$ cat src/core/fpec_pkg.sv
// Package with register map, field positions and types for the flash program/erase control block.
package fpec_pkg;

  localparam logic [1:0] FPEC_ADDR_MODE_CONTROL = 2'h0;
  localparam logic [1:0] FPEC_ADDR_ERROR_STATUS = 2'h1;
  localparam logic [1:0] FPEC_ADDR_BLOCK_SELECT = 2'h2;
  localparam logic [1:0] FPEC_ADDR_ACCESS_ENABLE = 2'h3;

  localparam int FPEC_BIT_PROGRAM         = 0;
  localparam int FPEC_BIT_ERASE           = 1;
  localparam int FPEC_BIT_PROGRAM_VERIFY  = 2;
  localparam int FPEC_BIT_ERASE_VERIFY    = 3;
  localparam int FPEC_BIT_PROGRAM_SETUP   = 4;
  localparam int FPEC_BIT_ERASE_SETUP     = 5;
  localparam int FPEC_BIT_WRITE_ENABLE    = 6;
  localparam int FPEC_BIT_ERROR_FLAG      = 7;
  localparam int FPEC_BIT_CTRL_ACCESS_EN  = 7;

  localparam logic [7:0] FPEC_MODE_WRITE_MASK  = 8'h7F;
  localparam logic [7:0] FPEC_BLOCK_WRITE_MASK = 8'h3F;
  localparam logic [7:0] FPEC_ZERO_BYTE        = 8'h00;
  localparam int         FPEC_NUM_BLOCKS       = 6;

  typedef struct packed {
    logic [1:0] addr;
    logic [7:0] wdata;
    logic       wr;
    logic       rd;
  } fpec_bus_req_type;

  typedef struct packed {
    logic program_setup;
    logic program_mode;
    logic program_verify;
    logic erase_setup;
    logic erase_mode;
    logic erase_verify;
  } fpec_flash_mode_type;

endpackage

$ cat src/core/fpec_ctrl.sv
// Flash program/erase control registers: mode control, error status, block select and access enable.
`timescale 1ns/10ps

module fpec_ctrl
  import fpec_pkg::*;
(
  input  wire logic                    clock,
  input  wire logic                    rst,
  input  wire logic [1:0]              addr,
  input  wire logic [7:0]              wdata,
  input  wire logic                    wr,
  input  wire logic                    rd,
  output logic      [7:0]              rdata,
  input  wire logic                    flash_error,
  output fpec_flash_mode_type          flash_mode,
  output logic      [FPEC_NUM_BLOCKS-1:0] block_select,
  output logic                         prog_erase_enable,
  output logic                         error_protect
);

  fpec_bus_req_type req;
  assign req = '{addr: addr, wdata: wdata, wr: wr, rd: rd};

  logic [7:0] mode_reg;
  logic [7:0] mode_next;
  logic [7:0] block_reg;
  logic [7:0] block_next;
  logic       access_reg;
  logic       error_reg;
  logic [7:0] rdata_reg;
  logic [7:0] rdata_next;
  fpec_flash_mode_type flash_mode_reg;
  fpec_flash_mode_type flash_mode_next;
  logic       enable_reg;

  wire ctrl_open      = access_reg;
  wire sel_mode       = req.addr == FPEC_ADDR_MODE_CONTROL;
  wire sel_status     = req.addr == FPEC_ADDR_ERROR_STATUS;
  wire sel_block      = req.addr == FPEC_ADDR_BLOCK_SELECT;
  wire sel_access     = req.addr == FPEC_ADDR_ACCESS_ENABLE;
  wire wr_mode        = req.wr && sel_mode && ctrl_open;
  wire wr_block       = req.wr && sel_block && ctrl_open;
  wire wr_access      = req.wr && sel_access;
  wire wr_status_drop = req.wr && sel_status;

  wire swe_now        = mode_reg[FPEC_BIT_WRITE_ENABLE];
  wire swe_new        = req.wdata[FPEC_BIT_WRITE_ENABLE];

  wire [7:0] mode_wr_val = swe_new ? (req.wdata & FPEC_MODE_WRITE_MASK) : FPEC_ZERO_BYTE;
  assign mode_next = wr_mode ? mode_wr_val : mode_reg;

  wire [7:0] blk_wr_val  = req.wdata & FPEC_BLOCK_WRITE_MASK;
  wire       blk_multi   = (blk_wr_val & (blk_wr_val - 8'h01)) != FPEC_ZERO_BYTE;
  wire       swe_after   = mode_next[FPEC_BIT_WRITE_ENABLE];
  assign block_next = !swe_after ? FPEC_ZERO_BYTE :
                      wr_block   ? (blk_multi ? FPEC_ZERO_BYTE : blk_wr_val) :
                      block_reg;

  wire en_next = swe_after && !error_reg;

  always_comb begin
    flash_mode_next = '0;
    flash_mode_next.program_setup  = en_next && mode_next[FPEC_BIT_PROGRAM_SETUP];
    flash_mode_next.erase_setup    = en_next && mode_next[FPEC_BIT_ERASE_SETUP];
    flash_mode_next.program_verify = en_next && mode_next[FPEC_BIT_PROGRAM_VERIFY];
    flash_mode_next.erase_verify   = en_next && mode_next[FPEC_BIT_ERASE_VERIFY];
    flash_mode_next.program_mode   = en_next && mode_next[FPEC_BIT_PROGRAM] && mode_next[FPEC_BIT_PROGRAM_SETUP];
    flash_mode_next.erase_mode     = en_next && mode_next[FPEC_BIT_ERASE] && mode_next[FPEC_BIT_ERASE_SETUP];
  end

  wire [7:0] rd_mode   = ctrl_open ? (mode_reg & FPEC_MODE_WRITE_MASK) : FPEC_ZERO_BYTE;
  wire [7:0] rd_status = ctrl_open ? {error_reg, 7'h00} : FPEC_ZERO_BYTE;
  wire [7:0] rd_block  = ctrl_open ? (block_reg & FPEC_BLOCK_WRITE_MASK) : FPEC_ZERO_BYTE;
  wire [7:0] rd_access = {access_reg, 7'h00};
  assign rdata_next = !req.rd   ? FPEC_ZERO_BYTE :
                      sel_mode  ? rd_mode :
                      sel_status? rd_status :
                      sel_block ? rd_block : rd_access;

  always_ff @(posedge clock or posedge rst) begin
    if (rst) begin
      mode_reg       <= 8'h00;
      block_reg      <= 8'h00;
      access_reg     <= 1'b0;
      rdata_reg      <= 8'h00;
      flash_mode_reg <= '0;
      enable_reg     <= 1'b0;
    end else begin
      mode_reg       <= mode_next;
      block_reg      <= block_next;
      rdata_reg      <= rdata_next;
      flash_mode_reg <= flash_mode_next;
      enable_reg     <= en_next;
      if (wr_access) begin
        access_reg <= req.wdata[FPEC_BIT_CTRL_ACCESS_EN];
      end
    end
  end

  always_ff @(posedge clock or posedge rst) begin
    if (rst) begin
      error_reg <= 1'b0;
    end else if (flash_error && (flash_mode_reg.program_mode || flash_mode_reg.erase_mode)) begin
      error_reg <= 1'b1;
    end
  end

  // Error protection drops every active mode; the flag itself keeps them down until reset.
  assign rdata             = rdata_reg;
  assign flash_mode        = flash_mode_reg;
  assign block_select      = block_reg[FPEC_NUM_BLOCKS-1:0];
  assign prog_erase_enable = enable_reg;
  assign error_protect     = error_reg;

  wire unused_ok = wr_status_drop;

endmodule // fpec_ctrl

$ cat config.mk
export PLATFORM = sky130hd
export DESIGN_NAME = fpec_ctrl
export DESIGN_NICKNAME = d
export VERILOG_FILES = /design/src/core/fpec_pkg.sv /design/src/core/fpec_ctrl.sv
export SDC_FILE = /design/constraint.sdc
export NUM_CORES = 1
export LEC_CHECK = 0
export BUFFER_PORTS_ARGS = -buffer_cell sky130_fd_sc_hd__buf_2
export CORE_AREA = 3 3 77 50
export DETAILED_ROUTE_END_ITERATION = 7
export DIE_AREA = 0 0 80 53
export HOLD_SLACK_MARGIN = 0.12
export PLACE_DENSITY = 0.65
export SLEW_MARGIN = 25
export SYNTH_ARGS = -nofsm -noshare
export SYNTH_HDL_FRONTEND = slang
export SYNTH_SLANG_ARGS = --single-unit
$ cat constraint.sdc
create_clock -name clock -period 3.7 [get_ports clock]
set_input_delay 0.37 -clock clock [delete_from_list [all_inputs] [get_ports clock]]
set_output_delay 0.37 -clock clock [all_outputs]
set_load 0.03 [all_outputs]
## Word-level counts from Yosys, hierarchy flattened

Cells that the tools add are included.

| cells by class | value |
|---|---|
| reductions and logical operators | 19 |
| bitwise operators | 1 |
| equal/unequal tests | 4 |
| multiplexer cells | 12 |
| $add $sub $neg | 1 |

Operators with widths:

| cell | number |
|---|---|
| $mux W8 | 5 |
| $mux W6 | 4 |
| $mux W7 | 3 |
| $logic_and A1 B1 Y1 | 15 |
| $and A6 B8 Y8 | 1 |
| $reduce_bool A8 Y1 | 1 |
| $sub A6 B1 Y7 const B | 1 |
| $eq A2 B2 Y1 const B | 2 |
| $eq A2 B1 Y1 const B | 1 |
| $logic_not A2 Y1 | 1 |
| $ne A2 B1 Y1 const B | 1 |
| $logic_not A1 Y1 | 1 |
| $logic_or A1 B1 Y1 | 1 |

| storage, ports and cells | value |
|---|---|
| register bits | 30 |

## Longest topological paths before layout

Gate-level depths: netlist of the first run.

| depth | value |
|---|---|
| depth after elaboration | 7 |
| gate-level depth with buffers | 4 |

## Worst setup path after synthesis of the first run

OpenSTA, ideal clock, no wires.

| timing path | value |
|---|---|
| kind | input port to flip-flop |
| start point | input addr[0] |
| end point | register enable_reg, in the netlist prog_erase_enable |
| buffers on the path | 1 |
| data arrival time | 1.101 ns |
| stages on the path | 4 |
| path slack | 2.467 ns |
| cell sequence | and4bb_1 > buf_6 > mux2i_4 > nor2_1 |

| between the ends | value |
|---|---|
| longest elaborated chain between the ends | 5 |

RTL lines:

| what | RTL line | text |
|---|---|---|
| start, declared | fpec_ctrl.sv:9 | `input wire logic [1:0] addr,` |
| $logic_not A2 Y1 | fpec_ctrl.sv:37 | `wire sel_mode = req.addr == FPEC_ADDR_MODE_CONTROL;` |
| $logic_and A1 B1 Y1 (2 in a row) | fpec_ctrl.sv:41 | `wire wr_mode = req.wr && sel_mode && ctrl_open;` |
| $mux W7 | fpec_ctrl.sv:50 | `assign mode_next = wr_mode ? mode_wr_val : mode_reg;` |
| $logic_and A1 B1 Y1 | fpec_ctrl.sv:59 | `wire en_next = swe_after && !error_reg;` |
| named net en_next | fpec_ctrl.sv:59 |  |
| end signal, assigned | fpec_ctrl.sv:93 | `enable_reg <= en_next;` |
| end, declared | fpec_ctrl.sv:34 | `logic enable_reg;` |

The timed path passes the listed nets, and every way through them passes these cells.
A chain may end at the register's enable or synchronous reset.

## Worst setup path in the final report of the first run

| timing path | value |
|---|---|
| start point | register error_reg, in the netlist error_protect |
| end point | output error_protect |

RTL lines:

| what | RTL line | text |
|---|---|---|
| start, declared | fpec_ctrl.sv:29 | `logic error_reg;` |
| start signal, assigned | fpec_ctrl.sv:102 | `error_reg <= 1'b0;` |
| start signal, assigned | fpec_ctrl.sv:104 | `error_reg <= 1'b1;` |
| end, declared | fpec_ctrl.sv:18 | `output logic error_protect` |

No word-level cell between the ends.

==> summary.md, run 1 <==
| Metric | Value |
|---|---|
| Nets | `164` |
| Top area cells in the synthesized netlist | `dfrtp_1 (59%), nand2_1 (5.3%), nand4b_1 (4.8%), mux2i_1 (4.7%), a21oi_1 (3.9%)` |
| Core Util, Final | `0.506` |
| Relative slew slack | `0.601` |
| Total grt overflow | `0` |
| Drt initial violations | `51` |
| Kind of critical path | `reg -> out` |
| Crit. End Element | `primary output` |
| Max FFs per register | `8` |
| Cell family with most CP delay | `flip-flops` |
| CTS buffer count | `5` |
| PD cells | `~600 nW/µm²` |
| Post-synth top area cell | `dfrtp_1` |
| Multiplexer area fraction after synthesis | `0.0738` |
| FP Rows | `16` |
| Skew final | `6.78 ps` |
| Setup WS post-layout | `2170 ps` |
| Min-delay worst type | `in -> async` |
| Startpoint types | `flop` |
| Compound-Gate Fraction of Synth Area | `0.0758` |
| Die area | `approximately 4200 µm²` |
| Place WS | `2020 ps` |
| CP Max Fanout | `10` |
| Fin crit share | `0.413` |
| Post-synthesis cell area | `1270 µm²` |
| Root Driver | `clkbuf_8` |
| DRC violations left | `0` |
| Fin. max-slew vios | `0` |
| Yosys reg bits | `30` |
| CP peak stage delay | `600 ps` |
| Synth Area in Adders | `0` |
| Starting Density | `0.397` |
| MaxCap Viol Count | `0` |
| Yosys top cell area share | `0.591` |
| Post-synthesis cell type count | `26` |
| Post-Route Setup TNS | `0 ps` |
| Leak | `between 0.0008 and 0.0009 µW` |
| Layout cells sized above 1 | `0.340` |
| Synth-to-Final Area Change | `27.6%` |
| Synthesized net count | `126` |
| Post-CTS Hold Fix Bufs | `0` |
| Core Area | `3200 µm²` |
| Largest net degree at the start of global routing | `31` |
| Post-route ant nets | `0` |
| Seq/Total Area, Yosys | `0.591` |
| Port Buffers | `36` |
| Total GRT Usage | `0.153` |
| CTS max path bufs | `2` |
| H-tree depth | `2` |
| Clk sinks | `30` |
| Unrepaired setup endpoints after global routing | `false` |
| Ports | `37` |
| Die W | `about 80 µm` |
| Final Setup Violations | `0` |
| Critical path data arrival time | `1160 ps` |
| Slew @ Worst Pin | `~600 ps` |
| Final-report hold violation count | `0` |
| Clock-pin slew on the worst setup and hold paths | `~60 ps` |
| CTS tree | `done` |
| WP buf/inv | `1` |
| Synth Area per Inst | `between 10 and 15 µm²` |
| Initial antenna violation count | `0` |
| Diode count | `0` |
| Skew-Pair Late Insertion Delay | `280 ps` |
| Maximum VDD drop | `0.299 mV` |
| CP cell instances | `buf_2` |
| Total wire length | `2.84 mm` |
| Number of global-route vias before repair | `920` |
| Post-DP HPWL | `2.11 mm` |
| Worst EP required | `3330 ps` |
| Largest family of logic cells by synthesized area | `simple AND/OR/NAND/NOR gates` |
| Fmax | `0.655 GHz` |
| Routed wire per std cell | `14.6 µm` |
| Die height | `53 µm` |
| Placer's final routability congestion estimate | `about 0.87` |
| # resized after CTS | `0` |
| Slowest CP cell | `dfrtp_1` |
| Synth warnings | `0` |
| Most common cell after layout, fill and taps aside | `buf_2` |
| Post-CTS Setup Inserts | `0` |
| Vias | `961` |
| Synthesized-area fraction occupied by and/or/nand/nor cells | `0.231` |
| Area share of xor/xnor cells in the synthesized design | `0` |
| Most frequent cells in the layout | `buf_2 (36), dfrtp_1 (30), nand2_1 (18)` |
| Status | `finished, final reports clean` |
| Number of vias per cell | `between 4 and 5` |
| First-pass GRT wire length | `around 4.6 mm` |
| Fillers | `just over 300` |
| Min cycle time layout | `about 1500 ps` |
| Pre-antenna DRT Iters | `4` |
| Final hold slack | `155 ps` |
| Cells after Synth | `111` |
==> cells by family (layout without fill, tap and decap cells) <==
family,count (synthesis),after routing
buffers and inverters,7,46
AND/OR/NAND/NOR,52,52
multiplexers,8,8
flip-flops,30,30
AO/OA/AOI/OAI,14,14
==> worst paths after layout <==
kind,end,from,slack (ps),cells after the start
max,error_protect,error_protect,2170,1
min,mode_reg[5],rst,160,2
max reg2reg,block_reg[5],access_reg,2220,3
min reg2reg,mode_reg[5],mode_reg[5],500,2
max in group asynchronous,mode_reg[6],rst,3150,2
min in group clock,access_reg,wdata[7],320,2
==> metal layers <==
metal	global-route usage	vias to the layer above	part of all wire
met5	0	-	0
met2	0.176	37	0.36
met4	0.107	0	0.033
li1	-	472	-
met1	0.220	441	0.51
met3	0.0646	11	0.097
==> cell type report <==
cell class / count / area, µm² / area share
well taps: 45 / 56.3 / 0.0347
flip-flops and latches: 30 / 751 / 0.463
multi-input cells: 74 / 484 / 0.299
clock buffers: 6 / 82.6 / 0.0509
clock inverters: 2 / 60.1 / 0.0370
inverters: 2 / 7.51 / 0.00463
repair buffers: 36 / 180 / 0.111
==> Yosys cell counts, drive strengths merged <==
cell and instances:
o21ai 1, nand2 18, a221oi 2, mux2 1, a21oi 10, mux2i 7
inv 2, dfrtp 30, buf 3, and4b 1, nand4bb 1, nand4b 7
o2111a 1, nor2 7, nor3b 1, nand2b 1, nand3b 1, nor4 3
and4bb 1, nand3 11, clkbuf 2
==> worst register-to-register path, stage by stage, from the launching register on <==
cell and delay [ps]:
dfrtp_1 440, and4bb_1 440, mux2i_4 400, a21oi_1 80
==> power by group <==
part | internal, µW | switching (µW)
combinational | 51.6 | 104
sequential | 369 | 44.2
clock | 287 | 118
total | 708 | 266
==> stage by stage <==
stage | cells | instance area [µm²] | power, µW
finish | 195 | 1620 | 974
global route | 195 | 1620 | 1020
CTS | 195 | 1620 | 984
detailed placement | 187 | 1480 | 575
global placement | 187 | 1480 | 572
floorplan | 111 | 1270 | 519
Power figures use the tool's default switching activity.
==> run 2: changes to the inputs <==
- clock period: 3.7 -> 1.5 ns (I/O delays scaled with it)
==> run 2 against run 1 <==
Sequential share of layout area is 0.63 points lower. Register-to-register slack worse by 2100 ps. Clock-buffer cell count is the same. Cell count is 2.6% higher. Global-route usage grew 1.2 points. Setup slack got worse by 2100 ps. Worst hold slack got worse by 11 ps. Die area stayed put.
==> summary.md, run 2 (same netlist as run 1, synthesis figures left out) <==
| Metric | Value |
|---|---|
| Ports | `37` |
| First-pass GRT wire length | `5.02 mm` |
| WP buf/inv | `1` |
| Final-report hold violation count | `0` |
| Relative slew slack | `0.692` |
| Largest net degree at the start of global routing | `31` |
| Crit. End Element | `flop` |
| Post-DP HPWL | `2.26 mm` |
| Nets | `170` |
| Clk sinks | `30` |
| Reg2Reg Setup Slack | `100 ps` |
| Dpl cells | `between 150 and 200` |
| Starting Density | `0.397` |
| Unrepaired setup endpoints after global routing | `false` |
| Die W | `80 µm` |
| CTS tree | `done` |
| Startpoint types | `flop` |
| Die area | `between 4000 and 5000 µm²` |
| CTS max path bufs | `2` |
| CP peak stage delay | `roughly 420 ps` |
| Total grt overflow | `0` |
| Place WS | `91.6 ps` |
| Leak | `0.000830 µW` |
| DP Area | `1500 µm²` |
| Total GRT Usage | `0.165` |
| Fin. max-slew vios | `0` |
| Slew @ Worst Pin | `462 ps` |
| Initial antenna violation count | `0` |
| Skew-Pair Late Insertion Delay | `280 ps` |
| Fin cells | `200` |
| # resized after CTS | `0` |
| Most common cell after layout, fill and taps aside | `buf_2` |
| Min cycle time layout | `1400 ps` |
| Max FFs per register | `8` |
| DRC violations left | `0` |
| Min-delay worst type | `in -> reg` |
| Placer's final routability congestion estimate | `0.837` |
| Cell family with most CP delay | `simple AND/OR/NAND/NOR gates` |
| Critical path data arrival time | `1580 ps` |
| Fillers | `306` |
| Clock-pin slew on the worst setup and hold paths | `60 ps` |
| FP Rows | `16` |
| CP cell instances | `and4bb_1 > buf_4 > nand3_1 > a221oi_2` |
| MaxCap Viol Count | `0` |
| H-tree depth | `2` |
| Root Driver | `clkbuf_8` |
| Die height | `approximately 53 µm` |
| Kind of critical path | `reg -> reg` |
| Diode count | `0` |
| CTS buffer count | `5` |
| Slowest CP cell | `dfrtp_1` |
| Skew final | `2.42 ps` |
| Pre-antenna DRT Iters | `5` |
| Drt initial violations | `80` |
| Layout cells sized above 1 | `0.335` |
| PD cells | `roughly 1400 nW/µm²` |
| Port Buffers | `36` |
| Maximum VDD drop | `0.707 mV` |
| Most frequent cells in the layout | `buf_2 (36), dfrtp_1 (30), nand2_1 (18)` |
| Status | `finished, final reports clean` |
| Final Setup Violations | `0` |
| Fin crit share | `0.933` |
| CP Max Fanout | `7` |
| Post-Route Setup TNS | `0 ps` |
| Synth-to-Final Area Change | `29.3%` |
| Fmax | `0.715 GHz` |
| Core Area | `between 3000 and 4000 µm²` |
| Number of vias per cell | `5.04` |
| Total wire length | `3.06 mm` |
| Routed wire per std cell | `about 15 µm` |
| Finished Cell Area | `1640 µm²` |
| Setup WS post-layout | `101 ps` |
| Post-route ant nets | `0` |
| Number of global-route vias before repair | `997` |
| Worst EP required | `1680 ps` |
| Vias | `1007` |
run 2: changes by cell type in the layout (fill, tap and decap cells not counted):
cell | before | now
bufinv_16 | 2 | 1
inv_2 | 1 | 0
buf_4 | 0 | 3
inv_1 | 1 | 2
dlygate4sd3_1 | 0 | 3
run 2: area by class of cell:
class,instances,area [µm²],share of cell area
multi-input combinational,74,484,0.295
timing repair buffer,42,233,0.142
inverter,2,7.51,0.00457
clock buffer,6,82.6,0.0502
tap,45,56.3,0.0342
sequential,30,751,0.457
clock inverter,1,30.0,0.0183
run 2: layer usage:
layer / global-route usage / vias up / share of wire
li1: - / 483 / -
met5: 0 / - / 0
met1: 0.235 / 479 / 0.51
met4: 0.0674 / 0 / 0.0095
met2: 0.231 / 41 / 0.41
met3: 0.0527 / 4 / 0.076
run 2: power by group:
group,internal (µW),total [µW],switching [µW]
Combinational,137,399,262
Sequential,910,1020,114
Clock,531,820,289
Total,1580,2240,666
run 2: path summary, 6_finish.rpt:
kind / to / depth (start not counted) / startpoint
setup / recovery: flash_mode[1] / 4 / access_reg
min in group asynchronous: rdata[1] / 4 / rst
hold reg to reg: mode_reg[5] / 2 / mode_reg[5]
hold / removal: rdata[7] / 2 / rd
setup reg to reg: flash_mode[1] / 4 / access_reg
max in group asynchronous: block_reg[5] / 4 / rst
run 2: worst register-to-register path, stage by stage, from the launching register on:
cell and delay [ps]:
dfrtp_1 420, and4bb_1 310, buf_4 180, nand3_1 130, a221oi_2 270
run 2: repair_timing:
item                      CTS  global route
setup buffers               0             0
hold endpoints to repair   32             0
hold buffers                3             0
run 2: per-stage QoR:
step,power (µW),hold slack [ps],utilization
floorplan,1280,241,-
global placement,1420,236,0.469
detailed placement,1430,241,0.469
CTS,2260,130,0.513
global route,2350,149,0.513
finish,2240,145,0.513
